===== src/handler_state_pkg.sv =====
package handler_state_pkg;

  localparam logic [11:0] system_handler_state_offset = 12'hd24;
  localparam logic [31:0] system_handler_state_reset  = 32'h0000_0000;

  // flag indices of the exception side vectors
  localparam int unsigned flag_count       = 6;
  localparam int unsigned idx_memory_fault = 0;
  localparam int unsigned idx_bus_fault    = 1;
  localparam int unsigned idx_usage_fault  = 2;
  localparam int unsigned idx_supervisor   = 3;
  localparam int unsigned idx_debug_mon    = 4;
  localparam int unsigned idx_pendable     = 5;

  // bit positions in the register word
  localparam int unsigned pos_memory_fault = 0;
  localparam int unsigned pos_bus_fault    = 1;
  localparam int unsigned pos_usage_fault  = 3;
  localparam int unsigned pos_supervisor   = 7;
  localparam int unsigned pos_debug_mon    = 8;
  localparam int unsigned pos_pendable     = 10;

  // writable bits; all others read zero
  localparam logic [31:0] active_mask = 32'h0000_058b;

  localparam logic [1:0] htrans_idle   = 2'h0;
  localparam logic [1:0] htrans_nonseq = 2'h2;
  localparam logic [2:0] hsize_word    = 3'h2;

endpackage : handler_state_pkg


===== src/active_flag_bank.sv =====
`timescale 1ns/1ps
module active_flag_bank
(
  input  wire logic        clk_sys_i,
  input  wire logic        reset_n_i,
  input  wire logic [5:0]  enter_i,
  input  wire logic [5:0]  leave_i,
  input  wire logic        wr_en_i,
  input  wire logic [5:0]  wr_data_i,
  output logic      [5:0]  flags_o
);

  logic [5:0] flags_reg;
  logic [5:0] flags_next;

  ////////////////////////////////////////////////////////////////////////////
  // write first, then exception events override it
  always_comb
  begin
    flags_next = flags_reg;
    if (wr_en_i)
    begin
      flags_next = wr_data_i;
    end
    flags_next = (flags_next & ~leave_i) | enter_i;
  end

  // synchronous reset to all clear
  always_ff @(posedge clk_sys_i)
  begin
    if (!reset_n_i)
    begin
      flags_reg <= '0;
    end
    else
    begin
      flags_reg <= flags_next;
    end
  end

  assign flags_o = flags_reg;

endmodule : active_flag_bank


===== src/system_handler_active_status.sv =====
// Our own choices: the AHB-Lite slave port and the placing of the registers.
`timescale 1ns/1ps
module system_handler_active_status
(
  input  wire logic        clk_sys_i,
  input  wire logic        reset_n_i,
  input  wire logic        hsel_i,
  input  wire logic [31:0] haddr_i,
  input  wire logic [1:0]  htrans_i,
  input  wire logic        hwrite_i,
  input  wire logic [2:0]  hsize_i,
  input  wire logic [31:0] hwdata_i,
  input  wire logic        hready_i,
  output logic      [31:0] hrdata_o,
  output logic             hreadyout_o,
  output logic             hresp_o,
  input  wire logic [5:0]  handler_enter_i,
  input  wire logic [5:0]  handler_return_i,
  output logic      [5:0]  active_flags_o
);

  // data phase tracker states
  typedef enum logic [1:0]
  {
    phase_idle  = 2'b00,
    phase_write = 2'b01,
    phase_read  = 2'b10
  } data_phase_t;

  data_phase_t phase_reg;
  data_phase_t phase_next;
  logic        wr_pending;   // write data phase under way
  logic        rd_pending;   // read data phase under way
  logic [31:0] hrdata_reg;
  logic        hreadyout_reg;
  logic        hresp_reg;
  logic [5:0]  active_reg;
  logic [5:0]  bank_flags;
  logic [5:0]  wr_flags;
  logic        addr_hit;
  logic        phase_ok;
  logic        wr_take;
  logic        rd_take;

  ////////////////////////////////////////////////////////////////////////////
  // bit position in the register word of one flag of the exception side vector
  function automatic int unsigned flag_pos(input int unsigned idx);
    int unsigned p;
    p = handler_state_pkg::pos_memory_fault;
    unique case (idx)
      handler_state_pkg::idx_memory_fault: p = handler_state_pkg::pos_memory_fault;
      handler_state_pkg::idx_bus_fault:    p = handler_state_pkg::pos_bus_fault;
      handler_state_pkg::idx_usage_fault:  p = handler_state_pkg::pos_usage_fault;
      handler_state_pkg::idx_supervisor:   p = handler_state_pkg::pos_supervisor;
      handler_state_pkg::idx_debug_mon:    p = handler_state_pkg::pos_debug_mon;
      handler_state_pkg::idx_pendable:     p = handler_state_pkg::pos_pendable;
      default:                             p = handler_state_pkg::pos_memory_fault;
    endcase
    return p;
  endfunction : flag_pos

  // pack flag vector into the register word, reserved bits zero
  function automatic logic [31:0] pack_word(input logic [5:0] f);
    logic [31:0] w;
    w = 32'h0000_0000;
    for (int unsigned i = 0; i < handler_state_pkg::flag_count; i++)
    begin
      w[flag_pos(i)] = f[i];
    end
    return w & handler_state_pkg::active_mask;
  endfunction : pack_word

  // pick the writable bits out of a written word; other bits dropped
  function automatic logic [5:0] unpack_word(input logic [31:0] w);
    logic [5:0] f;
    f = 6'h00;
    for (int unsigned i = 0; i < handler_state_pkg::flag_count; i++)
    begin
      f[i] = w[flag_pos(i)];
    end
    return f;
  endfunction : unpack_word

  // a transfer is taken when selected, ready and nonsequential
  function automatic logic xfer_taken(input logic sel, input logic rdy, input logic [1:0] trans);
    return sel && rdy && (trans == handler_state_pkg::htrans_nonseq);
  endfunction : xfer_taken

  // only the low twelve address bits are decoded
  function automatic logic reg_hit(input logic [31:0] addr);
    return addr[11:0] == handler_state_pkg::system_handler_state_offset;
  endfunction : reg_hit

  ////////////////////////////////////////////////////////////////////////////
  // address phase decode
  assign addr_hit = reg_hit(haddr_i);
  assign phase_ok = xfer_taken(hsel_i, hready_i, htrans_i);
  assign wr_take  = phase_ok && hwrite_i && addr_hit;
  assign rd_take  = phase_ok && !hwrite_i && addr_hit;

  // write data arrive one cycle after their address, in the data phase
  assign wr_flags = unpack_word(hwdata_i);

  // next data phase from the address phase taken at this edge
  always_comb
  begin
    phase_next = phase_idle;
    if (wr_take)
    begin
      phase_next = phase_write;
    end
    else if (rd_take)
    begin
      phase_next = phase_read;
    end
  end

  // data phase state; back to back transfers simply reload it
  always_ff @(posedge clk_sys_i)
  begin
    if (!reset_n_i)
    begin
      phase_reg <= phase_idle;
    end
    else
    begin
      phase_reg <= phase_next;
    end
  end

  // data phase kind; the spare code behaves as idle
  always_comb
  begin
    wr_pending = 1'b0;
    rd_pending = 1'b0;
    unique case (phase_reg)
      phase_idle:  wr_pending = 1'b0;
      phase_write: wr_pending = 1'b1;
      phase_read:  rd_pending = 1'b1;
      default:     wr_pending = 1'b0;
    endcase
  end

  ////////////////////////////////////////////////////////////////////////////
  // active flag storage
  active_flag_bank u_flags
  (
    .clk_sys_i (clk_sys_i),
    .reset_n_i (reset_n_i),
    .enter_i   (handler_enter_i),
    .leave_i   (handler_return_i),
    .wr_en_i   (wr_pending),
    .wr_data_i (wr_flags),
    .flags_o   (bank_flags)
  );

  // read data registered at the address phase, cleared when its data phase ends
  always_ff @(posedge clk_sys_i)
  begin
    if (!reset_n_i)
    begin
      hrdata_reg <= handler_state_pkg::system_handler_state_reset;
    end
    else if (rd_take)
    begin
      hrdata_reg <= pack_word(bank_flags);
    end
    else if (rd_pending)
    begin
      hrdata_reg <= 32'h0000_0000;
    end
  end

  // flag copy for the exception logic
  always_ff @(posedge clk_sys_i)
  begin
    if (!reset_n_i)
    begin
      active_reg <= 6'h00;
    end
    else
    begin
      active_reg <= bank_flags;
    end
  end

  ////////////////////////////////////////////////////////////////////////////
  // no wait states: ready leaves reset high and stays there
  always_ff @(posedge clk_sys_i)
  begin
    if (!reset_n_i)
    begin
      hreadyout_reg <= 1'b1;
    end
    else
    begin
      hreadyout_reg <= 1'b1;
    end
  end

  // every transfer answers okay
  always_ff @(posedge clk_sys_i)
  begin
    if (!reset_n_i)
    begin
      hresp_reg <= 1'b0;
    end
    else
    begin
      hresp_reg <= 1'b0;
    end
  end

  // outputs straight from their registers
  assign hrdata_o       = hrdata_reg;
  assign hreadyout_o    = hreadyout_reg;
  assign hresp_o        = hresp_reg;
  assign active_flags_o = active_reg;

endmodule : system_handler_active_status


===== config.mk =====
export PLATFORM = sky130hd
export DESIGN_NAME = system_handler_active_status
export DESIGN_NICKNAME = d
export VERILOG_FILES = /design/src/handler_state_pkg.sv /design/src/active_flag_bank.sv /design/src/system_handler_active_status.sv
export SDC_FILE = /design/constraint.sdc
export NUM_CORES = 1
export LEC_CHECK = 0
export ABC_CLOCK_PERIOD_IN_PS = 2000
export BUFFER_PORTS_ARGS = -buffer_cell sky130_fd_sc_hd__buf_2
export CAP_MARGIN = 20
export CORE_MARGIN = 2
export CORE_UTILIZATION = 34
export DETAILED_ROUTE_END_ITERATION = 12
export PLACE_DENSITY = 0.95
export SETUP_SLACK_MARGIN = 0.02
export SYNTH_ARGS = -nofsm -noshare
export SYNTH_HDL_FRONTEND = slang
export SYNTH_SLANG_ARGS = --single-unit

===== constraint.sdc =====
create_clock -name clk_sys_i -period 2 [get_ports clk_sys_i]
set_input_delay 0 -clock clk_sys_i [delete_from_list [all_inputs] [get_ports clk_sys_i]]
set_output_delay 0 -clock clk_sys_i [all_outputs]
set_load 0.02 [all_outputs]

==> summary.md <==
* run status: finished clean
* element type at the critical path end: register
* wire length of the first global-routing pass: 3.13 mm
* largest net degree at the start of global routing: 14
* Routed WL: 1.98 mm
* area fraction of the dominant cell type after synthesis: 0.405
* proportion of power drawn by the clock network: 0.370
* Post-DRT Antenna Nets: 0
* cell depth of the worst hold path: 3
* CTS buffer count: 3
* synthesized netlist cell count: 108
* number of violations of the max-capacitance limit: 0
* number of ports placed on the die boundary: 126
* final hold vios: 0
* area of the mapped netlist: 990 µm²
* Final setup viols: 0
* GRT overflow: 0
* leading post-synthesis cells by cell area: dfxtp_1 (40%), buf_4 (21%), mux2i_1 (12%)
* cell with the largest stage delay on the worst path: dlygate4sd3_1
* post-route non-filler standard cell count: 201
* Crit path max-delay family: buffers and inverters
* Sum Neg Setup Slack: 0 ns
* Psw: 0.219 mW
* worst skew pair latency: 0.30 ns
* highest clock rate: 587 MHz
* hold crit path type: primary input to register
* number of buffer and inverter instances along the worst setup path: 2
* drt pass-1 iters: 4
* DRC Markers: 0
* number of distinct standard cells referenced by the synthesized netlist: 19
* most common cell after layout, fill and taps aside: buf_2
* storage element area: 400 µm²
* Ys Warns: 0
* cell type with the highest aggregate area in the netlist: dfxtp_1
* number of global-route vias before repair: 773
* critical setup path kind: register to register
* final clock skew: 0.00197 ns
* chip height: 58.0 µm
* initial standard-cell utilization of the core: 0.359
* Levels on crit path: 6
* top library cells by usage in the layout, fill and taps aside: buf_2 (48), conb_1 (28), dfxtp_1 (20)
* detailed placer's ending HPWL: 1.50 mm
* antenna fix cells: 0
* Pint: 0.674 mW
* Tightest Pin Transition: 0.562 ns
* count of clock tree sinks: 20
* sequential share of the synthesized area: 0.405
* endpoint of the lowest-slack register-to-register path: u_flags.flags_o[1]
* element type at the critical path start: register
* area growth from synthesis to layout: 34.5%
* slack of the worst reg-to-reg path: 0.30 ns
* Net count, final: 257
* final worst path period need: 1.70 ns
* data required time of the worst path: 2.20 ns
* beginning of the worst register-to-register path: phase_reg[0]
* clock tree from TritonCTS: yes
* # H-tree levels: 1
* total power divided by cell area: 671 mW/mm²
* count of standard-cell rows: 19
* core area: 0.00276 mm²
* layout cells sized above 1: 0.324
* peak supply drop: 0.000806 V
* worst-case reg-to-reg path depth: 6
* worst endpoint data arrival time: 1.90 ns
* aggregate global-route resource usage: 0.125
* die area: 0.00336 mm²
* post-synthesis sequential element count: 20
* CP cell instances: nor2b_1 -> buf_4 -> mux2i_1 -> nor2_1 -> o21a_1 -> dlygate4sd3_1
* Sw Ratio: 0.245
* filler instances: 274
* logic gate share of total power: 0.164
* Static Leakage: 0.701 nW
* highest fanout seen on the critical path: 6
* number of DRC violations after detailed-routing iteration 0: 11
* DR vias: 799
* post-CTS sizing: 0
* part of the cycle the worst path needs: 0.852
* setup repair after global routing missed its margin: no
* GP Congestion: 0.628
* post-synthesis average cell area: 9.16 µm²
* Slowest Stage Delay on Critical Path: 0.56 ns
* worst relative slew slack: 0.623
* portion of total power attributed to sequential cells: 0.466
* routed vias/inst: 3.98
* routed wirelength normalized by instance count: 9.87 µm
* root buf cell: clkbuf_4
* number of I/O port buffers: 48
* antenna violations before repair: 0
* origin of the worst setup path: phase_reg[0]
* die width: 58.0 µm
* area taken by multi-input logic gates: 432 µm²
* clock transition time at the flip-flop clock pins of the worst setup and hold paths: 0.12 ns
* worst-case clock buffer depth: 2
* Slew Limit Fails: 0
* crit path capture: u_flags.flags_o[1]
* number of instances in the placed design: 184
## area by class of cell
| class | count | share of cell area |
|---|---|---|
| Clock buffer | 3 | 0.0169 |
| Clock inverter | 1 | 0.0226 |
| Inverter | 8 | 0.0226 |
| Multi-Input combinational cell | 76 | 0.324 |
| Sequential cell | 20 | 0.301 |
| Tap cell | 31 | 0.0291 |
| Timing Repair Buffer | 62 | 0.284 |
## cells by family (layout without fill, tap and decap cells)
| kind of cell | count (synthesis) | in the layout | share of synthesized area |
|---|---|---|---|
| other cells | 2 | 28 | 0.00759 |
| mux | 12 | 12 | 0.121 |
| simple gates | 29 | 29 | 0.158 |
| buf+inv | 38 | 74 | 0.258 |
| flops | 20 | 20 | 0.405 |
| compound gates | 7 | 7 | 0.0506 |
## per-layer routing
| layer | vias up | GRT usage | routed length (µm) |
|---|---|---|---|
| li1 | 410 | - | - |
| met1 | 350 | 0.123 | 757 |
| met2 | 37 | 0.245 | 1080 |
| met3 | 2 | 0.0402 | 128 |
| met4 | 0 | 0.0399 | 22 |
| met5 | - | 0 | 0 |
## cells in the mapped netlist
cell       instances
o21a_1             6
buf_4             28
nor2b_1            2
nor2_1             8
nor4_1             1
nor4_4             1
a21oi_1            1
nand4bb_1          1
nand3_1            1
nand2_1           12
inv_1              8
and2_1             1
and4bb_2           1
buf_6              1
dfxtp_1           20
conb_1             2
clkbuf_1           1
nand4_1            1
mux2i_1           12
## how the worst min path moves through the flow
| stage | startpoint | end | slack, ns |
|---|---|---|---|
| after floorplan | hwrite_i | phase_reg[1] | 0.07 |
| after global placement | handler_enter_i[3] | u_flags.flags_o[3] | 0.21 |
| after detailed placement | handler_enter_i[3] | u_flags.flags_o[3] | 0.21 |
| after CTS | reset_n_i | active_flags_o[1] | 0.08 |
| after global routing | reset_n_i | active_flags_o[1] | 0.08 |
| final | reset_n_i | active_flags_o[1] | 0.07 |
## worst reg2reg max path, stage by stage, from the launching register on
cell	delay, ns
dfxtp_1	0.34
nor2b_1	0.12
buf_4	0.18
mux2i_1	0.19
nor2_1	0.05
o21a_1	0.16
dlygate4sd3_1	0.56
## metrics by stage
stage | worst slack [ns] | area (µm²) | power (mW) | hold slack (ns) | utilization
3_3_place_gp | 0.576 | 1150 | 0.546 | 0.209 | 0.417
6_report | 0.296 | 1330 | 0.893 | 0.0716 | 0.483
3_5_place_dp | 0.538 | 1150 | 0.550 | 0.213 | 0.417
5_1_grt | 0.153 | 1330 | 0.930 | 0.0758 | 0.483
2_1_floorplan | 0.769 | 1090 | 0.547 | 0.0716 | -
4_1_cts | 0.286 | 1330 | 0.899 | 0.0767 | 0.483
## what timing repair did
action,CTS,global route
buffers inserted,0,0
endpoints found under the hold margin,8,0
hold buffers,13,0
## power groups by stage
stage          clock network (mW)  logic (mW)  registers (mW)
2_1_floorplan                   0       0.115           0.433
3_3_place_gp                    0       0.121           0.426
3_5_place_dp                    0       0.124           0.426
4_1_cts                     0.337       0.145           0.417
5_1_grt                     0.353       0.160           0.418
6_report                    0.330       0.146           0.416
No activity file was read; power rests on OpenSTA's default activity.
